### src/rtl/lod_pkg.sv
// Constants and types of the bitwise logic datapath.
// Assumes an 8-bit core whose data and peripheral spaces share one address field and are told apart by the io bit.
package lod_pkg;
	localparam int DATA_W = 8;
	localparam int ADDR_W = 8;
	localparam logic [DATA_W-1:0] WREG_RST = 8'h00;
	localparam logic [DATA_W-1:0] ZERO_BYTE = 8'h00;
	localparam logic [3:0] FLAGS_RST = 4'h0;

	typedef enum logic [1:0] {
		LOP_AND = 2'h0,
		LOP_OR = 2'h1,
		LOP_XOR = 2'h2
	} lod_op_t;

	typedef enum logic [1:0] {
		FORM_A_IMM = 2'h0,
		FORM_A_MEM = 2'h1,
		FORM_MEM_A = 2'h2,
		FORM_IO_A = 2'h3
	} lod_form_t;

	typedef enum logic [1:0] {
		ST_IDLE = 2'h0,
		ST_READ = 2'h1,
		ST_EXEC = 2'h3,
		ST_WB = 2'h2
	} lod_state_t;

	typedef struct packed {
		lod_op_t op;
		lod_form_t form;
		logic [DATA_W-1:0] imm;
		logic [ADDR_W-1:0] addr;
	} lod_req_t;

	typedef struct packed {
		logic rd;
		logic wr;
		logic io;
		logic [ADDR_W-1:0] addr;
		logic [DATA_W-1:0] wdata;
	} lod_dat_out_t;

	typedef struct packed {
		logic [DATA_W-1:0] rdata;
	} lod_dat_in_t;

	typedef struct packed {
		logic result_nil_flag;
		logic borrow_out_flag;
		logic half_carry;
		logic signed_wrap_flag;
	} lod_flags_t;
endpackage : lod_pkg

### src/rtl/lod_datapath.sv
// Bitwise AND/OR/XOR unit with its working register and flag set.
// Assumes a data space with one-cycle read latency and a one-cycle write.
`timescale 1ns/1ps

// Notes on behaviour
// - AND with an immediate puts working register AND immediate into it.
// - AND with memory into the register reads the byte and ANDs it in.
// - AND into memory writes the ANDed byte back and keeps the register.
// - OR with an immediate puts working register OR immediate into it.
// - OR with memory goes to the register or the byte, as the form says.
// - XOR with an immediate puts working register XOR immediate into it.
// - XOR on a peripheral register reads, XORs and writes it back.
// - Each updates only the zero flag, but the peripheral XOR keeps all.
module lod_datapath (
	// Clock and reset
	input wire logic clk,
	input wire logic rst_b,
	// Request from the decoder
	input wire logic req_valid,
	output logic req_ready,
	input lod_pkg::lod_req_t req,
	output logic done,
	// Data and peripheral space
	output lod_pkg::lod_dat_out_t mem_req,
	input lod_pkg::lod_dat_in_t mem_rsp,
	// Working register and flags, loadable by the rest of the core
	input wire logic wreg_ld,
	input wire logic [lod_pkg::DATA_W-1:0] wreg_ld_val,
	input wire logic flags_ld,
	input lod_pkg::lod_flags_t flags_ld_val,
	output logic [lod_pkg::DATA_W-1:0] working_register,
	output lod_pkg::lod_flags_t flags
);
	lod_pkg::lod_state_t st_r;
	lod_pkg::lod_state_t st_nxt;
	lod_pkg::lod_req_t req_r;
	logic [lod_pkg::DATA_W-1:0] wreg_r;
	logic [lod_pkg::DATA_W-1:0] res_r;
	logic [lod_pkg::DATA_W-1:0] res_nxt;
	lod_pkg::lod_flags_t flags_r;
	lod_pkg::lod_flags_t flags_nxt;

	// Decoding
	wire take = req_valid && req_ready;
	wire req_imm = req.form == lod_pkg::FORM_A_IMM;
	wire imm_form = req_r.form == lod_pkg::FORM_A_IMM;
	wire io_form = req_r.form == lod_pkg::FORM_IO_A;
	wire to_wreg = imm_form || req_r.form == lod_pkg::FORM_A_MEM;
	wire in_rd = st_r == lod_pkg::ST_READ;
	wire in_wb = st_r == lod_pkg::ST_WB;
	wire wreg_wr = in_wb && to_wreg;
	wire mem_wr = in_wb && !to_wreg;
	wire nil_upd = in_wb && !io_form;
	wire [lod_pkg::DATA_W-1:0] opnd_b = imm_form ? req_r.imm :
		mem_rsp.rdata;

	assign req_ready = st_r == lod_pkg::ST_IDLE;
	assign done = in_wb;
	assign working_register = wreg_r;
	assign flags = flags_r;
	assign mem_req = '{rd: in_rd, wr: mem_wr, io: io_form, addr: req_r.addr,
		wdata: res_r};

	// Logic function
	always_comb begin
		res_nxt = lod_pkg::ZERO_BYTE;
		unique case (req_r.op)
			lod_pkg::LOP_AND: res_nxt = wreg_r & opnd_b;
			lod_pkg::LOP_OR: res_nxt = wreg_r | opnd_b;
			lod_pkg::LOP_XOR: res_nxt = wreg_r ^ opnd_b;
			default: res_nxt = lod_pkg::ZERO_BYTE;
		endcase
	end

	// Sequencing
	always_comb begin
		st_nxt = st_r;
		unique case (st_r)
			lod_pkg::ST_IDLE: begin
				if (take) begin
					st_nxt = req_imm ? lod_pkg::ST_EXEC : lod_pkg::ST_READ;
				end
			end
			lod_pkg::ST_READ: st_nxt = lod_pkg::ST_EXEC;
			lod_pkg::ST_EXEC: st_nxt = lod_pkg::ST_WB;
			lod_pkg::ST_WB: st_nxt = lod_pkg::ST_IDLE;
		endcase
	end

	// Flags: zero flag only, none for peripheral XOR
	always_comb begin
		flags_nxt = flags_r;
		if (in_wb) begin
			if (nil_upd) begin
				flags_nxt.result_nil_flag = res_r == lod_pkg::ZERO_BYTE;
			end
		end else if (flags_ld) begin
			flags_nxt = flags_ld_val;
		end
	end

	always_ff @(posedge clk or negedge rst_b) begin
		if (!rst_b) begin
			st_r <= lod_pkg::ST_IDLE;
		end else begin
			st_r <= st_nxt;
		end
	end

	always_ff @(posedge clk or negedge rst_b) begin
		if (!rst_b) begin
			req_r <= '0;
		end else if (take) begin
			req_r <= req;
		end
	end

	always_ff @(posedge clk or negedge rst_b) begin
		if (!rst_b) begin
			res_r <= lod_pkg::ZERO_BYTE;
		end else if (st_r == lod_pkg::ST_EXEC) begin
			res_r <= res_nxt;
		end
	end

	// Working register, written back only for register forms
	always_ff @(posedge clk or negedge rst_b) begin
		if (!rst_b) begin
			wreg_r <= lod_pkg::WREG_RST;
		end else if (wreg_wr) begin
			wreg_r <= res_r;
		end else if (wreg_ld && req_ready) begin
			wreg_r <= wreg_ld_val;
		end
	end

	always_ff @(posedge clk or negedge rst_b) begin
		if (!rst_b) begin
			flags_r <= lod_pkg::lod_flags_t'(lod_pkg::FLAGS_RST);
		end else begin
			flags_r <= flags_nxt;
		end
	end

	// Checks
	wire ex = st_r == lod_pkg::ST_EXEC;
	wire ex_and = ex && req_r.op == lod_pkg::LOP_AND;
	wire ex_or = ex && req_r.op == lod_pkg::LOP_OR;
	wire ex_xor = ex && req_r.op == lod_pkg::LOP_XOR;

	AST_AND_IMM: assert property (@(posedge clk) disable iff (!rst_b)
		ex_and && imm_form |=> ##1
		wreg_r == ($past(wreg_r, 2) & $past(req_r.imm, 2)))
		else $error("AND immediate result wrong");
	AST_AND_MEM_ACC: assert property (@(posedge clk) disable iff (!rst_b)
		ex_and && req_r.form == lod_pkg::FORM_A_MEM |=> ##1
		wreg_r == ($past(wreg_r, 2) & $past(mem_rsp.rdata, 2)))
		else $error("AND memory into register wrong");
	AST_AND_TO_MEM: assert property (@(posedge clk) disable iff (!rst_b)
		ex_and && req_r.form == lod_pkg::FORM_MEM_A |=>
		mem_req.wr && !mem_req.io &&
		mem_req.wdata == ($past(wreg_r) & $past(mem_rsp.rdata)) ##1
		wreg_r == $past(wreg_r, 2))
		else $error("AND into memory wrong");
	AST_OR_IMM: assert property (@(posedge clk) disable iff (!rst_b)
		ex_or && imm_form |=> ##1
		wreg_r == ($past(wreg_r, 2) | $past(req_r.imm, 2)))
		else $error("OR immediate result wrong");
	AST_OR_MEM: assert property (@(posedge clk) disable iff (!rst_b)
		ex_or && (req_r.form == lod_pkg::FORM_A_MEM ||
		req_r.form == lod_pkg::FORM_MEM_A) |=>
		res_r == ($past(wreg_r) | $past(mem_rsp.rdata)) &&
		mem_req.wr == (req_r.form == lod_pkg::FORM_MEM_A))
		else $error("OR memory result wrong");
	AST_OR_MEM_KEEP: assert property (@(posedge clk) disable iff (!rst_b)
		ex_or && req_r.form == lod_pkg::FORM_MEM_A |=> ##1
		wreg_r == $past(wreg_r, 2))
		else $error("OR into memory changed the register");
	AST_XOR_IMM: assert property (@(posedge clk) disable iff (!rst_b)
		ex_xor && imm_form |=> ##1
		wreg_r == ($past(wreg_r, 2) ^ $past(req_r.imm, 2)))
		else $error("XOR immediate result wrong");
	AST_XOR_IO: assert property (@(posedge clk) disable iff (!rst_b)
		ex_xor && req_r.form == lod_pkg::FORM_IO_A |=>
		mem_req.wr && mem_req.io &&
		mem_req.wdata == ($past(wreg_r) ^ $past(mem_rsp.rdata)))
		else $error("XOR peripheral result wrong");
	AST_XOR_IO_READ: assert property (@(posedge clk) disable iff (!rst_b)
		take && req.form == lod_pkg::FORM_IO_A |=> mem_req.rd && mem_req.io)
		else $error("Peripheral register not read");
	AST_XOR_IO_KEEP: assert property (@(posedge clk) disable iff (!rst_b)
		in_wb && io_form |=> wreg_r == $past(wreg_r))
		else $error("Peripheral XOR changed the register");
	AST_READ_STROBE: assert property (@(posedge clk) disable iff (!rst_b)
		take && !req_imm |=> mem_req.rd && mem_req.addr == $past(req.addr))
		else $error("Memory operand not read");
	AST_IMM_NO_ACCESS: assert property (@(posedge clk) disable iff (!rst_b)
		take && req_imm |=> !mem_req.rd ##1 !mem_req.wr && done)
		else $error("Immediate form touched memory");
	AST_WREG_HELD: assert property (@(posedge clk) disable iff (!rst_b)
		!req_ready && !in_wb |=> wreg_r == $past(wreg_r))
		else $error("Working register changed while busy");
	AST_IO_FLAGS_KEPT: assert property (@(posedge clk) disable iff (!rst_b)
		in_wb && io_form |=> flags_r == $past(flags_r))
		else $error("Peripheral XOR changed a flag");
	AST_FLAGS_KEPT: assert property (@(posedge clk) disable iff (!rst_b)
		in_wb |=> flags_r.borrow_out_flag == $past(flags_r.borrow_out_flag)
		&& flags_r.half_carry == $past(flags_r.half_carry)
		&& flags_r.signed_wrap_flag == $past(flags_r.signed_wrap_flag))
		else $error("Carry-type flag changed by logic op");
	AST_ZERO_FLAG: assert property (@(posedge clk) disable iff (!rst_b)
		in_wb && !io_form |=> flags_r.result_nil_flag ==
		($past(to_wreg) ? wreg_r == lod_pkg::ZERO_BYTE :
		$past(mem_req.wdata) == lod_pkg::ZERO_BYTE))
		else $error("Zero flag does not match result");

	COV_IMM: cover property (@(posedge clk) disable iff (!rst_b)
		ex_and && imm_form ##2 flags_r.result_nil_flag);
	COV_MEM_WR: cover property (@(posedge clk) disable iff (!rst_b)
		ex_or && req_r.form == lod_pkg::FORM_MEM_A ##1 mem_req.wr);
	COV_IO_XOR: cover property (@(posedge clk) disable iff (!rst_b)
		ex_xor && mem_req.io ##1 mem_req.wr);
	COV_ZERO_MEM: cover property (@(posedge clk) disable iff (!rst_b)
		ex_and && req_r.form == lod_pkg::FORM_MEM_A ##1
		mem_req.wdata == lod_pkg::ZERO_BYTE);
	COV_B2B: cover property (@(posedge clk) disable iff (!rst_b)
		in_wb ##1 take);
endmodule : lod_datapath

### config.mk
export PLATFORM = sky130hd
export DESIGN_NAME = lod_datapath
export DESIGN_NICKNAME = d
export VERILOG_FILES = /design/src/rtl/lod_pkg.sv /design/src/rtl/lod_datapath.sv
export SDC_FILE = /design/constraint.sdc
export NUM_CORES = 1
export LEC_CHECK = 0
export BUFFER_PORTS_ARGS = -buffer_cell sky130_fd_sc_hd__buf_2
export CAP_MARGIN = 10
export CORE_ASPECT_RATIO = 1.25
export CORE_MARGIN = 2
export CORE_UTILIZATION = 43
export CTS_CLUSTER_DIAMETER = 200
export DETAILED_ROUTE_END_ITERATION = 8
export MAX_ROUTING_LAYER = met4
export PLACE_DENSITY = 0.79
export SYNTH_ARGS = -nofsm -noshare
export SYNTH_HDL_FRONTEND = slang
export SYNTH_SLANG_ARGS = --single-unit
### constraint.sdc
create_clock -name clk -period 1.7 [get_ports clk]
set_input_delay 0.34 -clock clk [delete_from_list [all_inputs] [get_ports clk]]
set_output_delay 0.34 -clock clk [all_outputs]
set_load 0.02 [all_outputs]
### After elaboration in Yosys (flattened, before gate mapping)

Index checks and enable logic that the tools add are counted.

| word-level totals | value |
|---|---|
| register bits | 42 |
| input port bits | 45 |
| output and inout port bits | 33 |
| logic and storage cells | 51 |

| cells by class | value |
|---|---|
| eq/ne operators | 9 |
| multiplexer cells | 10 |
| bitwise logic cells | 4 |
| reductions and logical operators | 17 |

Operators with widths:

| cell | count |
|---|---|
| $mux 8 | 3 |
| $pmux 8 s3 | 1 |
| $and 8x8->8 | 1 |
| $eq 2x2->1 const B | 4 |
| $logic_not 2->1 | 4 |
| $logic_not 8->1 | 1 |
| $or 8x8->8 | 1 |
| $pmux 2 s4 | 1 |
| $xor 8x8->8 | 1 |
| $eq 2x1->1 const B | 3 |
| $logic_and 1x1->1 | 5 |
| $mux 2 | 2 |
| $mux 4 | 1 |
| $ne 2x1->1 const B | 2 |
| $reduce_and 2->1 | 2 |
| $reduce_bool 2->1 | 2 |
| $logic_not 1->1 | 2 |
| $mux 1 | 2 |
| $logic_or 1x1->1 | 1 |
| $not 1->1 | 1 |

### Depth between registers and ports, before layout

Gate-level depths: netlist of the first run.

| logic depth | value |
|---|---|
| depth after elaboration | 5 |
| depth in mapped cells | 7 |
| mapped depth without buffers | 7 |

### Least setup slack after synthesis of the first run

No wires, ideal clock.

| timing path | value |
|---|---|
| kind | register -> register |
| start point | reg req_r[16] (netlist bit) |
| end point | reg res_r[0] (netlist bit) |
| library setup time | 119 ps |
| data arrival time | 1653 ps |
| required time | 1581 ps |
| slack | -72 ps |
| stages on the path, launching flop included | 8 |
| path buffers | 0 |
| clock period less this slack | 1772 ps |
| cells stage by stage | dfrtp_1 nor2_2 mux2_2 inv_1 ha_1 mux2i_1 o221ai_1 o21a_1 |

| between the ends | value |
|---|---|
| longest elaborated chain between the ends | 4 |
| elaborated cells on any way between the ends | 6 |
| those cells by class | mux: 2; bitwise: 3; reduce/logical: 1 |

Ends and longest elaborated chain:

| what | RTL line | RTL |
|---|---|---|
| from (decl) | lod_datapath.sv:36 | `lod_pkg::lod_req_t req_r;` |
| from (signal assigned) | lod_datapath.sv:114 | `req_r <= req;` |
| $logic_not 2->1 (*) | lod_datapath.sv:46 | `wire imm_form = req_r.form == lod_pkg::FORM_A_IMM;` |
| $mux 8 (*) | lod_datapath.sv:54 | `wire [lod_pkg::DATA_W-1:0] opnd_b = imm_form ? req_r.imm :` |
| $xor 8x8->8, or another cell as far along | lod_datapath.sv:70 | `lod_pkg::LOP_XOR: res_nxt = wreg_r ^ opnd_b;` |
| $pmux 8 s3 (*) | lod_datapath.sv:67 | `unique case (req_r.op)` |
| to (signal assigned) | lod_datapath.sv:120 | `res_r <= lod_pkg::ZERO_BYTE;` |
| to (signal assigned) | lod_datapath.sv:122 | `res_r <= res_nxt;` |
| to (decl) | lod_datapath.sv:38 | `logic [lod_pkg::DATA_W-1:0] res_r;` |

Mark *: on every way between the ends. The rest lies on a longest branch, timed or not.
A chain may end at the register's enable or synchronous reset.

### Worst setup path in the final report of the first run

| timing path | value |
|---|---|
| start point | reg req_r[16] (netlist bit) |
| end point | reg res_r[3] (netlist bit) |

Same word-level chain as after synthesis.

==> metrics.csv, run 1 <==
stage,metric,value,unit
timing,layout_setup_ws,-0.0717,ns
timing,fin_skew,0.00635,ns
yosys,syn-num-nets,251,
detailed_routing,viasPerCell,5.25,
clock_tree,path_clk_slew,0.08,ns
clock_tree,cts.sink_count,42,
clock_tree,numCtsBuffers,5,
grt,grt_pass1_vias,1801,
yosys,syn_area,2290,um^2
worst_setup_path,timing.rr.start,req_r[16],
clock_tree,htree_levels,2,
grt,track_usage,0.194,
worst_setup_path,cp.required,1.88,ns
timing,fin_crit_sh,1.04,
grt,grt_max_degree,24,
worst_setup_path,crit_arrival,1.95,ns
power,fin_total_pwr,6.09,mW
yosys,syn_inst,190,
detailed_routing,wl,5390,um
floorplanning,start_util,0.448,
job,cap_viol_max_count,0,
worst_setup_path,cp_max_fo,4,
layout,n_antenna_cell,0,
worst_setup_path,end_kind,register,
floorplanning,floorplan.rows,29,
timing,min_period,1.77,ns
outcome,violations,setup timing,
yosys,avgSynthCellArea,12.1,um^2
placed_design,hpwl,3990,um
timing,max-slew-margin-rel,0.604,
yosys,synth_seq_cells,42,
power,p_leak,1.45,nW
yosys,yosysUniqueCellTypes,33,
clock_tree,cts_hold_buffers,0,
yosys,ys_warn_count,0,
detailed_routing,route.detailed.drc,0,
power,powerDensity,2020,nW/um^2
detailed_routing,postRouteAntennaNets,0,
grt,grt_overflow_total,0,
layout,layout.cells.non_filler,334,
layout,drive_gt1_frac,0.563,
floorplanning,ios,78,
placed_design,port_buffers,77,
layout,fin_nets,332,
timing,report.final.slew_viol_count,0,
power,ir_worst_vdd,0.00100,V
worst_setup_path,worst_path_max_delay_cell,dfrtp_1,
detailed_routing,drt_iter0_drc,89,
floorplanning,die_y,85.6,um
floorplanning,core_area,5120,um^2
layout,n_fill_cell,425,
worst_setup_path,path_cells,nor2_4 > buf_6 > mux2_4 > inv_2 > ha_4 > mux2i_1 > o221ai_1 > o21a_1,
clock_tree,clockBufferDepth,2,
detailed_routing,drt_pass1_iterations,4,
layout,final_area,3010,um^2
grt,grt_pass1_wl,8730,um
worst_setup_path,crit_start,req_r[16],
worst_setup_path,cp-start-kind,register,
floorplanning,die-area,5930,um^2
grt,grt_antenna_before_repair,0,
timing,rsz0062_at_grt,true,
timing,worst_slew_pin_slew,0.594,ns
clock_tree,cts_tree,built,
timing,finalSetupViolations,8,
outcome,status,finished with violations,
timing,final_hold_viol_count,0,
placed_design,pre_cts_slack,-0.0955,ns
placed_design,place_area,2750,um^2
detailed_routing,post_drt_wl_per_cell,16.1,um
floorplanning,die_x,69.3,um
placed_design,gp_congestion,0.864,
timing,whs,0.0457,ns
worst_setup_path,path_class,reg -> reg,
worst_setup_path,slowest_delay,0.41,ns
detailed_routing,vias,1755,
timing,fmax,0.564,GHz
layout,area_growth,31.4,%
clock_tree,clk_latency,0.29,ns
yosys,synth_seq_area_share,0.459,
worst_hold_path,hp-class,in -> async,
clock_tree,root_buffer,clkbuf_8,
placed_design,dp.cells,324,
synthesized netlist by cell type (all sizes together):
library cell | instances | share of area
o22ai | 5 | 0.014
nor2 | 6 | 0.011
o21a | 8 | 0.026
o41ai | 1 | 0.0038
nand3b | 1 | 0.0033
a31oi | 1 | 0.0027
a21o | 1 | 0.0065
o221ai | 8 | 0.031
ha | 16 | 0.087
mux2i | 9 | 0.039
dfrtp | 42 | 0.46
nand2 | 1 | 0.0016
a22oi | 5 | 0.016
and2 | 3 | 0.0082
nor3 | 1 | 0.0022
buf | 18 | 0.058
and3 | 3 | 0.0082
nor2b | 2 | 0.0066
a211oi | 1 | 0.0033
inv | 18 | 0.029
mux2 | 30 | 0.15
clkbuf | 1 | 0.0016
nand2b | 4 | 0.015
a221o | 3 | 0.013
nor4 | 2 | 0.0055
routing by layer:
| layer | routed length, um | global-route usage |
|---|---|---|
| met1 | 2300 | 0.230 |
| met2 | 2810 | 0.329 |
| met3 | 167 | 0.0329 |
| met4 | 111 | 0.0766 |
| met5 | 0 | - |
power breakdown:
group | internal, mW | total, mW | leakage, nW | switching, mW
sequential | 1.51 | 1.97 | 0.484 | 0.458
combinational | 1.66 | 3.45 | 0.921 | 1.79
clock | 0.328 | 0.666 | 0.0482 | 0.338
total | 3.51 | 6.09 | 1.45 | 2.59
per-stage QoR:
step	setup TNS [ns]	util
final	-0.279	0.589
after detailed placement	-0.596	0.537
after floorplan	0	-
after CTS	-0.330	0.573
after global placement	-0.256	0.537
after global routing	-0.967	0.589
critical path, delay by kind of cell (launching register included):
kind | cells | cell delay (ns)
multiplexers | 2 | 0.47
flip-flops | 1 | 0.41
AO/OA/AOI/OAI | 2 | 0.27
buffers and inverters | 2 | 0.20
adder cells (fa/ha/maj) | 1 | 0.19
AND/OR/NAND/NOR | 1 | 0.13
worst paths after layout:
path | to | slack [ns] | depth (start not counted)
max | res_r[3] | -0.07 | 8
min | mem_req[15] | 0.05 | 1
max reg2reg | res_r[3] | -0.07 | 8
min reg2reg | flags[0] | 0.50 | 1
max in group asynchronous | st_r[1] | 1.12 | 2
min in group clk | st_r[1] | 0.26 | 2
state kept, by name, summed over array words and instances, names as in the netlist:
| name | cells |
|---|---|
| req_r | 12 |
| mem_req | 8 |
| res_r | 8 |
| working_register | 8 |
| flags | 4 |
| st_r | 2 |
placed cells by master (no fill, tap or decap), types with 2 or more instances in the layout:
master,count
nor4_1,2
inv_2,5
inv_4,2
buf_2,77
clkbuf_8,6
a221o_1,3
dfrtp_1,40
nor2_1,5
buf_4,12
o221ai_1,7
buf_6,3
mux2i_1,7
inv_1,11
and3_1,3
nand2b_1,2
mux2_4,7
and2_1,2
a22oi_1,5
o22ai_1,5
mux2_1,2
ha_1,9
ha_4,7
o21a_1,8
mux2_2,21
dfrtp_2,2
logic make-up (layout without fill, tap and decap cells):
logic type,count (synthesis),in the layout,synth area share
AND/OR/NAND/NOR,23,23,0.0617
buffers and inverters,37,119,0.0895
AO/OA/AOI/OAI,33,33,0.116
flip-flops,42,42,0.459
multiplexers,39,39,0.187
adder cells (fa/ha/maj),16,16,0.0873
layout make-up:
| cell class | count | area [um^2] | area share |
|---|---|---|---|
| Multi-Input combinational cell | 111 | 1190 | 0.394 |
| Sequential cell | 42 | 1050 | 0.350 |
| Timing Repair Buffer | 93 | 529 | 0.176 |
| Clock buffer | 7 | 86.3 | 0.0287 |
| Tap cell | 62 | 77.6 | 0.0258 |
| Inverter | 18 | 72.6 | 0.0241 |
| Clock inverter | 1 | 5.00 | 0.00166 |
repair_timing:
| item | in CTS | in global routing |
|---|---|---|
| gates resized for setup | 20 | 13 |
| cloned | 0 | 0 |
| setup endpoints to repair | 9 | 9 |
| setup buffers | 0 | 2 |
| pin swaps | 10 | 4 |
No activity file was read; power rests on OpenSTA's default activity.
==> inputs of run 2 (changes only) <==
- BUFFER_PORTS_ARGS: -buffer_cell sky130_fd_sc_hd__buf_2 -> not set
- DONT_BUFFER_PORTS: not set -> 1
- PLACE_DENSITY: 0.79 -> 0.66
==> run 2 against run 1 <==
  * Largest power group unchanged
  * Die area unchanged
  * Wire length down 0.35%
  * The run still ends with setup timing left
  * Critical path depth unchanged
  * First-iteration DRC count up 12%
  * Design area down 14%
  * Highest routed layer unchanged
==> metrics.csv, run 2 (same netlist as run 1, synthesis figures left out) <==
stage,metric,value,unit
worst_setup_path,cp.required,1.90,ns
timing,fin_crit_sh,1.04,
floorplanning,start_util,0.448,
detailed_routing,drt_pass1_iterations,4,
grt,grt_pass1_wl,8910,um
detailed_routing,postRouteAntennaNets,0,
timing,min_period,1.77,ns
power,ir_worst_vdd,0.000736,V
layout,fin_nets,255,
outcome,violations,setup timing,
layout,layout_common_cells,"dfrtp_1, mux2_2, buf_4",
placed_design,pre_cts_slack,-0.120,ns
clock_tree,htree_levels,2,
detailed_routing,wl,5370,um
layout,largest-register,req_r,
clock_tree,numCtsBuffers,5,
timing,report.final.slew_viol_count,0,
worst_setup_path,crit_arrival,1.98,ns
floorplanning,ios,78,
timing,whs,0.126,ns
floorplanning,floorplan.rows,29,
floorplanning,die_y,85.6,um
placed_design,gp_congestion,0.812,
grt,grt_overflow_total,0,
timing,fin_skew,0.0139,ns
floorplanning,core_area,5120,um^2
timing,layout_setup_ws,-0.0748,ns
timing,max-slew-margin-rel,0.711,
detailed_routing,viasPerCell,5.82,
timing,worst_slew_pin_slew,0.430,ns
layout,largest_reg_flops,12,
clock_tree,path_clk_slew,0.10,ns
worst_hold_path,hp-class,in -> reg,
timing,rsz0062_at_grt,true,
timing,fmax,0.563,GHz
clock_tree,root_buffer,clkbuf_8,
worst_setup_path,cp_max_fo,8,
layout,final_common_cell,dfrtp_1,
power,powerDensity,2170,nW/um^2
grt,grt_pass1_vias,1649,
timing,final_hold_viol_count,0,
clock_tree,clockBufferDepth,2,
clock_tree,cts.sink_count,42,
floorplanning,die_x,69.3,um
detailed_routing,route.detailed.drc,0,
layout,drive_gt1_frac,0.374,
placed_design,hpwl,3830,um
outcome,status,finished with violations,
grt,grt_antenna_before_repair,0,
worst_setup_path,end_kind,register,
timing,finalSetupViolations,8,
floorplanning,die-area,5930,um^2
clock_tree,clk_latency,0.30,ns
grt,grt_max_degree,43,
layout,area_growth,13.6,%
grt,track_usage,0.198,
power,p_leak,1.14,nW
layout,n_antenna_cell,0,
detailed_routing,vias,1497,
worst_setup_path,path_class,reg -> reg,
detailed_routing,post_drt_wl_per_cell,20.9,um
worst_setup_path,cp-start-kind,register,
detailed_routing,drt_iter0_drc,100,
layout,utilization,0.509,
clock_tree,cts_tree,built,
placed_design,port_buffers,0,
job,cap_viol_max_count,0,
timing,fin_setup_tns,-0.322,ns
-- run 2: through the flow --
step	total power, mW	cells	area (um^2)
6_report	5.65	257	2600
5_1_grt	6.06	257	2600
4_1_cts	5.64	257	2590
3_5_place_dp	4.69	246	2350
3_3_place_gp	4.55	246	2350
2_1_floorplan	4.17	190	2300
-- run 2: worst paths after layout --
path / from / end / slack, ns / cells after the start
worst max-delay path: req_r[17] / res_r[7] / -0.07 / 8
worst min-delay path: req[16] / st_r[1] / 0.13 / 1
worst max register to register: req_r[17] / res_r[7] / -0.07 / 8
worst min register to register: req_r[13] / req_r[13] / 0.50 / 1
max in group asynchronous: rst_b / st_r[1] / 0.99 / 2
min in group asynchronous: rst_b / working_register[6] / 0.49 / 2
-- run 2: power by group --
group	total, mW	internal (mW)	switching (mW)	leakage (nW)
combinational	2.56	1.33	1.23	0.612
sequential	2.42	1.51	0.915	0.485
clock	0.667	0.289	0.378	0.0441
-- run 2: layer usage --
layer | up-vias | part of all wire | GRT usage
met5 | - | 0 | -
met4 | 0 | 0.025 | 0.0766
met3 | 14 | 0.067 | 0.0646
met2 | 50 | 0.53 | 0.331
met1 | 757 | 0.38 | 0.220
li1 | 676 | - | -
-- run 2: worst max-delay path: stages, from the launching register on --
cell and delay, ns:
dfrtp_1 0.41, nor2_4 0.13, buf_12 0.15, mux2_4 0.33, inv_4 0.06, ha_4 0.18, mux2i_1 0.14, o221ai_1 0.14
o21a_1 0.14
-- run 2: layout make-up --
class / count / area, um^2
Multi-Input combinational cell: 111 / 1160
Inverter: 18 / 72.6
Timing Repair Buffer: 16 / 148
Clock buffer: 5 / 68.8
Fill cell: 455 / 2510
Sequential cell: 42 / 1050
Tap cell: 62 / 77.6
Clock inverter: 3 / 21.3
-- run 2: repair_timing --
item                                   in CTS  in global routing
endpoints found under the hold margin      42                  0
gates resized for setup                    22                  3
hold buffers                                2                  0
setup endpoints to repair                   9                  8
setup buffers                               1                  0
pin swaps                                   8                  1
==> inputs of run 3 (changes only) <==
- CORE_ASPECT_RATIO: 1.25 -> not set
==> run 3 against run 2 <==
  * The run still ends with setup timing left
  * Critical path depth grew 1
  * Die area is essentially flat
  * Design area up 3.3%
  * Sequential share of layout area fell by 1.3 points
  * Critical endpoint is now res_r[0]
  * Combinational power up 5%
  * Non-clock buffer count up 5
  * Register-to-register slack got worse by 0.07 ns
  * Global-route usage fell by 1.7 points
  * First-iteration DRC count decreased by 38%
  * Setup slack worse by 0.067 ns
==> metrics.csv, run 3 (same netlist as run 1, synthesis figures left out) <==
stage,metric,value,unit
worst_setup_path,rrSetupSlack,-0.14,ns
clock_tree,clockBufferDepth,2,
layout,area_growth,17.3,%
placed_design,pre_cts_slack,-0.215,ns
floorplanning,core_area,5140,um^2
floorplanning,start_util,0.446,
worst_hold_path,hp-class,in -> reg,
power,powerDensity,2180,nW/um^2
layout,largest_reg_flops,12,
layout,n_antenna_cell,0,
layout,utilization,0.523,
power,fin_total_pwr,5.87,mW
clock_tree,cts_tree,built,
floorplanning,die-area,5930,um^2
floorplanning,floorplan.rows,26,
timing,worst_slew_pin_slew,0.489,ns
grt,grt_overflow_total,0,
grt,grt_antenna_before_repair,0,
timing,max-slew-margin-rel,0.671,
timing,fin_crit_sh,1.08,
floorplanning,die_y,77.0,um
worst_hold_path,holdPathStages,1,
timing,final_hold_viol_count,0,
clock_tree,cts.sink_count,42,
detailed_routing,drt_iter0_drc,62,
placed_design,hpwl,3810,um
detailed_routing,route.detailed.drc,0,
detailed_routing,postRouteAntennaNets,0,
worst_setup_path,crit_end,res_r[0],
timing,fin_skew,0.00962,ns
worst_setup_path,cp-start-kind,register,
worst_setup_path,cp.required,1.88,ns
clock_tree,path_clk_slew,0.08,ns
placed_design,gp_congestion,0.777,
grt,use_met2,0.293,
timing,fmax,0.543,GHz
worst_setup_path,timing.rr.start,req_r[16],
timing,rsz0062_at_grt,true,
placed_design,dp.cells,257,
worst_setup_path,r2r_cells,9,
grt,grt_pass1_wl,8250,um
clock_tree,htree_levels,2,
detailed_routing,post_drt_wl_per_cell,19.0,um
detailed_routing,viasPerCell,5.55,
grt,grt_use_met3,0.0588,
timing,report.final.slew_viol_count,0,
timing,finalSetupViolations,8,
outcome,violations,setup timing,
job,cap_viol_max_count,0,
layout,n_fill_cell,477,
grt,grt_busiest_layer,met2,
worst_setup_path,crit_arrival,2.02,ns
worst_hold_path,holdCritStartpoint,req[16],
layout,fin_nets,260,
worst_setup_path,cp_max_fo,8,
layout,drive_gt1_frac,0.382,
detailed_routing,drt_pass1_iterations,4,
clock_tree,clk_latency,0.29,ns
worst_setup_path,rr_endpoint,res_r[0],
worst_setup_path,path_class,reg -> reg,
timing,whs,0.142,ns
worst_setup_path,end_kind,register,
power,p_leak,1.18,nW
outcome,status,finished with violations,
grt,track_usage,0.181,
layout,final_common_cell,dfrtp_1,
power,ir_worst_vdd,0.00111,V
layout,largest-register,req_r,
layout,layout.cells.non_filler,269,
grt,grt_max_degree,43,
placed_design,port_buffers,0,
detailed_routing,vias,1494,
layout,layout_common_cells,"dfrtp_1, mux2_2, buf_4",
floorplanning,die_x,77.0,um
clock_tree,numCtsBuffers,5,
timing,layout_setup_ws,-0.142,ns
grt,grt_pass1_vias,1642,
worst_setup_path,crit_start,req_r[16],
detailed_routing,wl,5110,um
timing,min_period,1.84,ns
floorplanning,ios,78,
grt,met1_usage,0.212,
clock_tree,root_buffer,clkbuf_8,
==> run 3: timing repair <==
action                     4_1_cts  5_1_grt
setup endpoints to repair        8        9
gates resized for setup         18        8
hold endpoints to repair        42        0
buffers inserted                 1        2
hold buffers                     2        0
pin swaps                        8        4
==> run 3: power by group <==
group	switching (mW)	total, mW	internal, mW
Clock	0.329	0.799	0.470
Combinational	1.28	2.69	1.42
Sequential	0.868	2.38	1.51
==> run 3: layer usage <==
metal  part of all wire  vias to the layer above
li1                   -                      685
met1               0.42                      731
met2               0.48                       68
met3              0.086                       10
met4              0.016                        0
met5                  0                        -
==> run 3: critical path: stages (launching register included) <==
cell      delay [ns]
dfrtp_1         0.42
nor2_4          0.14
buf_12          0.15
buf_4           0.12
mux2_4          0.30
inv_2           0.06
ha_4            0.18
mux2i_1         0.13
o221ai_1        0.11
o21a_1          0.12
==> run 3: area by class of cell <==
class	instances	area, um^2	area share
Timing Repair Buffer	21	201	0.0749
Inverter	18	75.1	0.0279
Clock inverter	1	30.0	0.0112
Multi-Input combinational cell	111	1160	0.431
Clock buffer	6	82.6	0.0307
Tap cell	70	87.6	0.0326
Sequential cell	42	1050	0.391
==> run 3: worst min path at each step <==
stage                             end  slack (ns)
after floorplan              flags[0]        0.04
after global placement     mem_req[8]        0.05
after detailed placement  mem_req[15]        0.05
after CTS                     st_r[1]        0.14
after global routing          st_r[1]        0.13
final                         st_r[1]        0.14
==> run 3: metrics by stage <==
step / setup TNS (ns) / area (um^2)
2_1_floorplan: 0 / 2300
6_report: -0.679 / 2690
5_1_grt: -1.32 / 2690
4_1_cts: -0.403 / 2650
3_5_place_dp: -1.36 / 2380
3_3_place_gp: -0.844 / 2380
